`src/pkg/ddcnd_pkg.sv`:
```
// constants shared by the down converter, its controller and the link
// assumes: 100 MHz core_clk is the converter sampling clock
package ddcnd_pkg;
   localparam int ADC_W = 14;
   localparam int DW = 20;
   localparam int NCO_W = 32;
   localparam int NSTG = 5;
   localparam int SEL_W = 3;
   localparam int PHI_W = 3;
   localparam int COEF_W = 12;
   localparam int ADC_SHIFT = DW - ADC_W;
   localparam int MUL_LSB = COEF_W - 1;
   localparam logic [COEF_W-1:0] COS_ONE = 12'h7ff;
   localparam logic [COEF_W-1:0] COS_RT2 = 12'h5a8;
   localparam logic [PHI_W-1:0] LUT_QTR = 3'h2;
   localparam logic [DW-1:0] DMAX = 20'h7_ffff;
   localparam logic [DW-1:0] DMIN = 20'h8_0000;
   localparam int G3_S1 = 2;
   localparam int G3_S2 = 3;
   localparam int G3_S3 = 5;
   // apb map of the controller
   localparam int AW = 8;
   localparam logic [AW-1:0] OFS_CTRL = 8'h00;
   localparam logic [AW-1:0] OFS_NCO = 8'h04;
   localparam logic [AW-1:0] OFS_CMD = 8'h08;
   localparam logic [AW-1:0] OFS_STAT = 8'h0c;
   localparam logic [AW-1:0] OFS_LAST_I = 8'h10;
   localparam logic [AW-1:0] OFS_LAST_Q = 8'h14;
   localparam int CB_EN = 0;
   localparam int CB_REAL = 1;
   localparam int CB_GAIN = 2;
   localparam int CB_FS4 = 3;
   localparam int CB_INV = 4;
   localparam int CB_SYNCEN = 5;
   localparam int CB_SEL = 8;
   localparam int CMD_RELOAD = 0;
   localparam int CMD_SYNC = 1;
   localparam int ST_PEND = 0;
   localparam int ST_REAL = 1;
   localparam int ST_CNT = 16;
   localparam int CNT_W = 16;
   localparam int ALIGN_W = 6;
   localparam int SYNC_ALIGN = 64;

   function automatic logic signed [COEF_W-1:0] cos_lut(input logic [PHI_W-1:0] i);
      case (i)
         3'h0: cos_lut = COS_ONE;
         3'h1: cos_lut = COS_RT2;
         3'h3: cos_lut = -COS_RT2;
         3'h4: cos_lut = -COS_ONE;
         3'h5: cos_lut = -COS_RT2;
         3'h7: cos_lut = COS_RT2;
         default: cos_lut = '0;
      endcase
   endfunction : cos_lut
endpackage : ddcnd_pkg

```
`src/pkg/ddcnd_link_if.sv`:
```
// configuration pins and sample stream between controller and converter
// assumes: both ends on core_clk
`timescale 1ns/1ns
`default_nettype none
interface ddcnd_link_if;
   logic ddc_en;
   logic real_mode;
   logic gain_en;
   logic fs4_en;
   logic phase_inv;
   logic sync_en;
   logic nco_reload;
   logic powerdown_or_align_pin;
   logic [ddcnd_pkg::SEL_W-1:0] dec_sel;
   logic [ddcnd_pkg::NCO_W-1:0] nco_word;
   logic [ddcnd_pkg::DW-1:0] smp_i;
   logic [ddcnd_pkg::DW-1:0] smp_q;
   logic smp_valid;
   logic smp_real;
   modport dev (input ddc_en, real_mode, gain_en, fs4_en, phase_inv, sync_en, nco_reload,
      powerdown_or_align_pin, dec_sel, nco_word, output smp_i, smp_q, smp_valid, smp_real);
   modport host (output ddc_en, real_mode, gain_en, fs4_en, phase_inv, sync_en, nco_reload,
      powerdown_or_align_pin, dec_sel, nco_word, input smp_i, smp_q, smp_valid, smp_real);
endinterface : ddcnd_link_if
`default_nettype wire

```
`src/hw/ddcnd_device.sv`:
```
// converter end: nco, mixer, decimation chain, gain, fs/4 real output
// assumes: core_clk is the sampling clock, one adc sample per cycle
// Overview of operation
// - decimate complex samples by 2..32
// - real mode: no mixing, low-pass only
// - datapath carries 20 bits throughout
// - optional 6 dB gain in complex mode
// - optional 3 dB gain in real mode
// - fs/4 mix, real stream at twice rate
// - positive rotation, inversion bit negates phase
// - mixer multiplies samples by nco exponential
// - nco word is signed, wraps naturally
// - controller computes word from wanted frequency; here the controller takes the word as written over apb
// - new word active only after reload/sync
// - enable bit turns pin into sync
// - sync pin sampled on clock rising edge
// - sync resets dividers, aligns i and q
// - sync also restarts nco and loads word
// - controller issues sync when decimating
// - resync placed on 64-cycle multiples
// - controller zeroes nco word in real mode
// - about 80 percent passband, 85 dB stop; the stages here only average sample pairs
//
// Decided for this implementation: the register offsets and the APB slave port.
`timescale 1ns/1ns
`default_nettype none
module ddcnd_device (
   input wire logic core_clk,
   input wire logic sys_rst,
   ddcnd_link_if.dev link,
   input wire logic [ddcnd_pkg::ADC_W-1:0] adc_data,
   output logic pd_active
);
   typedef struct packed {
      logic [ddcnd_pkg::NCO_W-1:0] phase;
      logic [ddcnd_pkg::NCO_W-1:0] freq;
      logic pin;
      logic pin_d;
      logic rld;
      logic pd;
      logic rot;
      logic fs4_pend;
      logic [ddcnd_pkg::DW-1:0] pend;
      logic [ddcnd_pkg::DW-1:0] oi;
      logic [ddcnd_pkg::DW-1:0] oq;
      logic ov;
      logic oreal;
   } ddcnd_dev_t;
   ddcnd_dev_t r_ff;
   ddcnd_dev_t nxt_r;

   logic signed [ddcnd_pkg::DW-1:0] x;
   logic [ddcnd_pkg::PHI_W-1:0] lut_idx;
   logic signed [ddcnd_pkg::COEF_W-1:0] c_cos;
   logic signed [ddcnd_pkg::COEF_W-1:0] c_sin;
   logic signed [ddcnd_pkg::DW+ddcnd_pkg::COEF_W-1:0] prod_i;
   logic signed [ddcnd_pkg::DW+ddcnd_pkg::COEF_W-1:0] prod_q;
   logic [ddcnd_pkg::DW-1:0] mix_i;
   logic [ddcnd_pkg::DW-1:0] mix_q;
   logic [ddcnd_pkg::DW-1:0] st_i [0:ddcnd_pkg::NSTG];
   logic [ddcnd_pkg::DW-1:0] st_q [0:ddcnd_pkg::NSTG];
   logic st_v [0:ddcnd_pkg::NSTG];
   logic sync_evt;
   logic reload_evt;
   logic [ddcnd_pkg::SEL_W-1:0] sel;
   logic [ddcnd_pkg::DW-1:0] d_i;
   logic [ddcnd_pkg::DW-1:0] d_q;
   logic d_v;
   logic [ddcnd_pkg::DW-1:0] g_i;
   logic [ddcnd_pkg::DW-1:0] g_q;

   function automatic logic [ddcnd_pkg::DW-1:0] sat(input logic signed [ddcnd_pkg::DW+1:0] v);
      if (v > $signed({2'b00, ddcnd_pkg::DMAX})) begin
         sat = ddcnd_pkg::DMAX;
      end else if (v < $signed({2'b11, ddcnd_pkg::DMIN})) begin
         sat = ddcnd_pkg::DMIN;
      end else begin
         sat = v[ddcnd_pkg::DW-1:0];
      end
   endfunction : sat

   // x2 for complex loss, x1.406 (close to 3 dB) for real
   function automatic logic [ddcnd_pkg::DW-1:0] gain(input logic signed [ddcnd_pkg::DW-1:0] v,
         input logic on, input logic rl);
      logic signed [ddcnd_pkg::DW+1:0] e;
      e = {{2{v[ddcnd_pkg::DW-1]}}, v};
      if (!on) begin
         gain = v;
      end else if (rl) begin
         gain = sat(e + (e >>> ddcnd_pkg::G3_S1) + (e >>> ddcnd_pkg::G3_S2)
            + (e >>> ddcnd_pkg::G3_S3));
      end else begin
         gain = sat(e <<< 1);
      end
   endfunction : gain

   // adc code in the top bits of the 20-bit word
   assign x = {adc_data, {ddcnd_pkg::ADC_SHIFT{1'b0}}};

   assign lut_idx = r_ff.phase[ddcnd_pkg::NCO_W-1 -: ddcnd_pkg::PHI_W];
   assign c_cos = ddcnd_pkg::cos_lut(lut_idx);
   assign c_sin = ddcnd_pkg::cos_lut(lut_idx - ddcnd_pkg::LUT_QTR);
   assign prod_i = x * c_cos;
   assign prod_q = x * c_sin;
   assign mix_i = prod_i[ddcnd_pkg::DW+ddcnd_pkg::MUL_LSB-1:ddcnd_pkg::MUL_LSB];
   // inverted phase conjugates the exponential
   assign mix_q = link.phase_inv ? -prod_q[ddcnd_pkg::DW+ddcnd_pkg::MUL_LSB-1:ddcnd_pkg::MUL_LSB]
      : prod_q[ddcnd_pkg::DW+ddcnd_pkg::MUL_LSB-1:ddcnd_pkg::MUL_LSB];

   // real mode skips the mixer entirely
   assign st_i[0] = link.real_mode ? x : mix_i;
   assign st_q[0] = link.real_mode ? '0 : mix_q;
   assign st_v[0] = link.ddc_en & ~r_ff.pd;

   // edge of the sampled pin, only when it acts as sync
   assign sync_evt = link.sync_en & r_ff.pin & ~r_ff.pin_d;
   assign reload_evt = link.nco_reload ^ r_ff.rld;

   // two-tap averaging only: far below the 85 dB stopband of a real design
   genvar k;
   generate
      for (k = 0; k < ddcnd_pkg::NSTG; k++) begin : g_stage
         ddcnd_half_stage u_stage (
            .core_clk(core_clk),
            .sys_rst(sys_rst),
            .clr(sync_evt),
            .in_valid(st_v[k]),
            .in_i(st_i[k]),
            .in_q(st_q[k]),
            .out_valid(st_v[k+1]),
            .out_i(st_i[k+1]),
            .out_q(st_q[k+1])
         );
      end
   endgenerate

   // codes above the last stage fall back to the deepest factor
   assign sel = (link.dec_sel >= ddcnd_pkg::SEL_W'(ddcnd_pkg::NSTG))
      ? ddcnd_pkg::SEL_W'(ddcnd_pkg::NSTG - 1) : link.dec_sel;
   assign d_i = st_i[sel + 1'b1];
   assign d_q = st_q[sel + 1'b1];
   assign d_v = st_v[sel + 1'b1];
   assign g_i = gain(d_i, link.gain_en, link.real_mode);
   assign g_q = gain(d_q, link.gain_en, link.real_mode);

   always_comb begin
      nxt_r = r_ff;
      nxt_r.pin = link.powerdown_or_align_pin;
      nxt_r.pin_d = r_ff.pin;
      nxt_r.rld = link.nco_reload;
      nxt_r.pd = ~link.sync_en & r_ff.pin;
      nxt_r.ov = 1'b0;
      if (sync_evt || reload_evt) begin
         nxt_r.phase = '0;
         nxt_r.freq = link.nco_word;
      end else begin
         nxt_r.phase = r_ff.phase + r_ff.freq;
      end
      if (sync_evt) begin
         nxt_r.rot = 1'b0;
         nxt_r.fs4_pend = 1'b0;
      end
      if (r_ff.pd) begin
         nxt_r.fs4_pend = 1'b0;
      end else if (!link.ddc_en) begin
         nxt_r.oi = x;
         // drop a half pair so it cannot leak out on re-enable
         nxt_r.fs4_pend = 1'b0;
         nxt_r.oq = '0;
         nxt_r.ov = 1'b1;
         nxt_r.oreal = 1'b1;
      end else if (r_ff.fs4_pend) begin
         // second real sample of the pair, in the idle slot
         nxt_r.oi = r_ff.pend;
         nxt_r.oq = '0;
         nxt_r.ov = 1'b1;
         nxt_r.oreal = 1'b1;
         nxt_r.fs4_pend = 1'b0;
      end else if (d_v) begin
         nxt_r.ov = 1'b1;
         if (link.fs4_en && !link.real_mode) begin
            // rotation by j^n: I, -Q, -I, Q
            nxt_r.oi = r_ff.rot ? -g_i : g_i;
            nxt_r.pend = r_ff.rot ? g_q : -g_q;
            nxt_r.oq = '0;
            nxt_r.oreal = 1'b1;
            nxt_r.fs4_pend = 1'b1;
            nxt_r.rot = ~r_ff.rot;
         end else if (link.real_mode) begin
            nxt_r.oi = g_i;
            nxt_r.oq = '0;
            nxt_r.oreal = 1'b1;
         end else begin
            nxt_r.oi = g_i;
            nxt_r.oq = g_q;
            nxt_r.oreal = 1'b0;
         end
      end
   end

   always_ff @(posedge core_clk) begin
      if (sys_rst) begin
         r_ff <= '0;
      end else begin
         r_ff <= nxt_r;
      end
   end

   assign link.smp_i = r_ff.oi;
   assign link.smp_q = r_ff.oq;
   assign link.smp_valid = r_ff.ov;
   assign link.smp_real = r_ff.oreal;
   assign pd_active = r_ff.pd;
endmodule : ddcnd_device
`default_nettype wire

```
`src/hw/ddcnd_half_stage.sv`:
```
// one decimate-by-two stage: pairwise average of complex samples
// assumes: clr aligns the pairing phase for all stages at once
`timescale 1ns/1ns
`default_nettype none
module ddcnd_half_stage (
   input wire logic core_clk,
   input wire logic sys_rst,
   input wire logic clr,
   input wire logic in_valid,
   input wire logic [ddcnd_pkg::DW-1:0] in_i,
   input wire logic [ddcnd_pkg::DW-1:0] in_q,
   output logic out_valid,
   output logic [ddcnd_pkg::DW-1:0] out_i,
   output logic [ddcnd_pkg::DW-1:0] out_q
);
   typedef struct packed {
      logic ph;
      logic [ddcnd_pkg::DW-1:0] hi;
      logic [ddcnd_pkg::DW-1:0] hq;
      logic ov;
      logic [ddcnd_pkg::DW-1:0] oi;
      logic [ddcnd_pkg::DW-1:0] oq;
   } ddcnd_stg_t;
   ddcnd_stg_t r_ff;
   ddcnd_stg_t nxt_r;
   logic [ddcnd_pkg::DW:0] sum_i;
   logic [ddcnd_pkg::DW:0] sum_q;

   // one guard bit keeps the average from wrapping
   assign sum_i = {r_ff.hi[ddcnd_pkg::DW-1], r_ff.hi} + {in_i[ddcnd_pkg::DW-1], in_i};
   assign sum_q = {r_ff.hq[ddcnd_pkg::DW-1], r_ff.hq} + {in_q[ddcnd_pkg::DW-1], in_q};

   always_comb begin
      nxt_r = r_ff;
      nxt_r.ov = 1'b0;
      if (clr) begin
         nxt_r.ph = 1'b0;
      end else if (in_valid) begin
         nxt_r.ph = ~r_ff.ph;
         if (r_ff.ph) begin
            nxt_r.oi = sum_i[ddcnd_pkg::DW:1];
            nxt_r.oq = sum_q[ddcnd_pkg::DW:1];
            nxt_r.ov = 1'b1;
         end else begin
            nxt_r.hi = in_i;
            nxt_r.hq = in_q;
         end
      end
   end

   always_ff @(posedge core_clk) begin
      if (sys_rst) begin
         r_ff <= '0;
      end else begin
         r_ff <= nxt_r;
      end
   end

   assign out_valid = r_ff.ov;
   assign out_i = r_ff.oi;
   assign out_q = r_ff.oq;
endmodule : ddcnd_half_stage
`default_nettype wire

```
`src/flat_wrapper.sv`:
```
// flat-port wrapper written by rule: the top's interface ports become plain ports
module ddcnd_device_flat 
  (core_clk, sys_rst, adc_data, pd_active, link_ddc_en, link_real_mode, link_gain_en, link_fs4_en, link_phase_inv, link_sync_en, link_nco_reload, link_powerdown_or_align_pin, link_dec_sel, link_nco_word, link_smp_i, link_smp_q, link_smp_valid, link_smp_real);
  ddcnd_link_if link_i ();
  input wire logic core_clk;
  input wire logic sys_rst;
  input wire logic [ddcnd_pkg::ADC_W-1:0] adc_data;
  output logic pd_active;
  input wire logic [$bits(link_i.ddc_en)-1:0] link_ddc_en;
  input wire logic [$bits(link_i.real_mode)-1:0] link_real_mode;
  input wire logic [$bits(link_i.gain_en)-1:0] link_gain_en;
  input wire logic [$bits(link_i.fs4_en)-1:0] link_fs4_en;
  input wire logic [$bits(link_i.phase_inv)-1:0] link_phase_inv;
  input wire logic [$bits(link_i.sync_en)-1:0] link_sync_en;
  input wire logic [$bits(link_i.nco_reload)-1:0] link_nco_reload;
  input wire logic [$bits(link_i.powerdown_or_align_pin)-1:0] link_powerdown_or_align_pin;
  input wire logic [$bits(link_i.dec_sel)-1:0] link_dec_sel;
  input wire logic [$bits(link_i.nco_word)-1:0] link_nco_word;
  output wire logic [$bits(link_i.smp_i)-1:0] link_smp_i;
  output wire logic [$bits(link_i.smp_q)-1:0] link_smp_q;
  output wire logic [$bits(link_i.smp_valid)-1:0] link_smp_valid;
  output wire logic [$bits(link_i.smp_real)-1:0] link_smp_real;
  assign link_i.ddc_en = link_ddc_en;
  assign link_i.real_mode = link_real_mode;
  assign link_i.gain_en = link_gain_en;
  assign link_i.fs4_en = link_fs4_en;
  assign link_i.phase_inv = link_phase_inv;
  assign link_i.sync_en = link_sync_en;
  assign link_i.nco_reload = link_nco_reload;
  assign link_i.powerdown_or_align_pin = link_powerdown_or_align_pin;
  assign link_i.dec_sel = link_dec_sel;
  assign link_i.nco_word = link_nco_word;
  assign link_smp_i = link_i.smp_i;
  assign link_smp_q = link_i.smp_q;
  assign link_smp_valid = link_i.smp_valid;
  assign link_smp_real = link_i.smp_real;
  ddcnd_device u_core (.core_clk(core_clk), .sys_rst(sys_rst), .link(link_i), .adc_data(adc_data), .pd_active(pd_active));
endmodule
```
`config.mk`:
```
export PLATFORM = sky130hd
export DESIGN_NAME = ddcnd_device_flat
export DESIGN_NICKNAME = d
export VERILOG_FILES = /design/src/pkg/ddcnd_pkg.sv /design/src/pkg/ddcnd_link_if.sv /design/src/hw/ddcnd_device.sv /design/src/hw/ddcnd_half_stage.sv /design/src/flat_wrapper.sv
export SDC_FILE = /design/constraint.sdc
export NUM_CORES = 2
export LEC_CHECK = 0
export BUFFER_PORTS_ARGS = -buffer_cell sky130_fd_sc_hd__buf_2
export CAP_MARGIN = 20
export CORE_MARGIN = 10
export CORE_UTILIZATION = 30
export DETAILED_ROUTE_END_ITERATION = 10
export MAX_ROUTING_LAYER = met4
export PLACE_DENSITY = 0.52
export RECOVER_POWER = 25
export SLEW_MARGIN = 5
export SYNTH_ARGS = -nofsm -noshare
export SYNTH_HDL_FRONTEND = slang
export SYNTH_SLANG_ARGS = --single-unit
```
`constraint.sdc`:
```
create_clock -name core_clk -period 39 [get_ports core_clk]
set_input_delay 7.8 -clock core_clk [delete_from_list [all_inputs] [get_ports core_clk]]
set_output_delay 7.8 -clock core_clk [all_outputs]
set_load 0.05 [all_outputs]
```
==> reports/metrics.cfg <==
[final_layout]
syn_to_final_growth_pct=9.467
final_core_utilization_pct=33.11
fin_cells=7960
drive_gt1_share_pct=6.510
nNetsFinal=6659

[placement]
dpl.hpwl_um=116500
gp_congestion=0.8786
numPortBuffers=101
dp.cells=7848

[worst_setup_path]
cp.arrival_ps=20730
worst_path_max_delay_cell=a31oi_2
crit_path_start_kind=primary input
ff2ff_setup_slack_ps=24410
r2r_end=u_core.link.smp_i[7]
cpPeakStageDelay_ps=740
end_kind=register
crit_start=adc_data[6]
criticalPathCategory=in2reg
crit_path_max_fanout=16
crit_top_cell=inv_1
r2r-start=u_core.lut_idx[0]
r2r_cells=40
crit_required_ps=39390

[route]
drt-initial-drc-count=2566
avgRoutedWirePerCell_um=18.85
num_vias=40134
wl_um=150000
routed_via_density=5.042
drc=0
drt_pre_antenna_iters=5
ant_nets=0

[logic_synthesis]
syn_avg_cell_area_um2=7.997
synth_area_um2=47360
synth_edf_count=0
syn_inst=5922
synth_fp_nets=6730
synth.most_common_cell=nand2_1
synth_seq_area_share_pct=22.91
synthTopCellsByCount=nand2_1 (861), a21oi_1 (726), inv_1 (653)
ys_types=104
async_flop_share_pct=0
ys_ff_latch=542
ys_warn_count=0
yosysTopAreaCell=dfxtp_1
synthDominantCellAreaShare_pct=22.91
synth_ff_type=dfxtp_1
synthTopCellsByArea=dfxtp_1 (23%), fa_1 (15%), ha_1 (10%), a21oi_1 (7.7%), nand2_1 (6.8%)

[timing]
slew_headroom_pct=-446.3
setup-tns-final_ps=0
setup_viol=0
worst_pin_slew_ps=8194
grt_setup_unrepaired=no
max_freq_mhz=49.15
skew_ps=69.15
hold_violations=0
period_share_pct=52.16
drv_slew=386
period_minus_slack_ps=20340

[global_routing]
grt_pass1_vias=39719
grt_pass1_wl_um=234100
grt_max_degree=167
grt_overflow=0
grt_usage_pct=17.34
grt_antenna_before_repair=8

[floorplan]
initial_core_util_pct=30.25
placementRows=145
core_area_um2=156600
dieArea_um2=174100
die_y_um=417.3
dieWidth_um=417.3
io_pins=102

[min_path]
holdPathStages=2
min_from=u_core.g_stage[4].u_stage.out_q[8]
hp-class=reg2reg
holdPathEnd=u_core.g_stage[4].u_stage.out_q[8]

[cts]
clock_path_buffers=3
htreeDepth=2
cts.sinks=542
cts_root_buf=clkbuf_16
cts_tree=built
post_cts_resized=0
postCtsSetupBuffers=0
clkLatencyLatePin_ps=710
postCtsHoldBufs=0
cts_buffers=59
path_clk_slew_ps=60

[status]
failed_checks=capacitance limit, slew limit
status=finished with violations

[power_and_ir_drop]
peakVddDrop_v=0.0001136
power.leakage_nw=22.89
p_per_area_nw_per_um2=68.57

[run]
cap_violations=4

==> layout by cell type (no fill, tap or decap), drive strengths merged, types with 23 or more instances in the layout <==
cell	n
nor2	385
nand2b	60
a21oi	729
nor3	110
or2	28
nand2	861
xnor2	184
inv	655
clkbuf	88
a211oi	50
fa	354
nor2b	43
nor4	25
or3	27
a31oi	44
o31ai	23
and3	32
nand3	75
dfxtp	542
a22oi	47
a21boi	57
a21o	50
and2	90
ha	395
o211ai	25
xor2	80
o21ai	266
o21a	41
buf	177
mux2i	52
==> stage by stage <==
step | worst slack [ps] | area (um^2) | total power [mW] | hold slack (ps)
2_1_floorplan | 20110 | 47360 | 2.291 | 425.1
3_3_place_gp | 17730 | 49760 | 2.891 | 439.5
3_5_place_dp | 18180 | 49800 | 2.914 | 445.5
4_1_cts | 18870 | 51870 | 3.550 | 454.5
5_1_grt | 17810 | 51840 | 3.882 | 472.3
6_report | 18660 | 51840 | 3.555 | 452.0
==> cells by family after synthesis <==
family	after synthesis	share of synthesized area, %
and+or+nand+nor	1813	17.36
DFF	542	22.91
AOI/OAI and AO/OA	1504	19.06
buffers and inverters	968	8.050
muxes	78	2.193
adders and majority gates	751	25.44
xor gates and xnor gates	266	4.978
==> where the power goes <==
group / internal, mW / switching, mW
Sequential: 0.576 / 0.0201
Combinational: 0.919 / 1.42
Clock: 0.351 / 0.264
==> final cells by class <==
class / instances / area [um^2]
Sequential cell: 542 / 10850
Clock buffer: 84 / 1660
Timing Repair Buffer: 181 / 1100
Antenna cell: 3 / 7.507
Inverter: 655 / 2460
Multi-Input combinational cell: 4412 / 32780
Clock inverter: 25 / 409.1
Fill cell: 16493 / 104700
Tap cell: 2058 / 2575
==> critical path, delay by kind of cell <==
kind	cells	cell delay (ps)
AOI/OAI and AO/OA	14	4610
buffers and inverters	8	1080
muxes	1	590
adders and majority gates	10	4100
xor gates and xnor gates	4	690
and+or+nand+nor	6	1870
==> how the worst max path moves through the flow <==
stage          cells after the start                     to  slack, ps
6_report                          43        u_core.r_ff[50]      18660
5_1_grt                           46  u_core.link.smp_i[19]      17810
4_1_cts                           45   u_core.link.smp_i[7]      18870
3_5_place_dp                      43        u_core.r_ff[50]      18180
3_3_place_gp                      45   u_core.link.smp_i[7]      17730
2_1_floorplan                     43        u_core.r_ff[54]      20110
==> state kept, by name, summed over array words and instances, names as in the netlist <==
register,cells
u_core.pd_active,1
u_core.link.smp_valid,1
u_core.g_stage.u_stage.r_ff,205
u_core.g_stage.u_stage.out_i,100
u_core.g_stage.u_stage.out_valid,5
u_core.r_ff,85
u_core.lut_idx,3
u_core.g_stage.u_stage.out_q,100
u_core.link.smp_i,20
u_core.link.smp_q,20
u_core.nxt_r,1
u_core.link.smp_real,1
==> per-layer routing <==
metal	track usage [%]	vias to the layer above	part of all wire [%]
met2	28.19	842	46
met1	22.87	19346	47
li1	-	19772	-
met4	4.317	0	2.6
met3	2.031	174	4.6
met5	-	-	0
(Power assumes the default switching activity.)
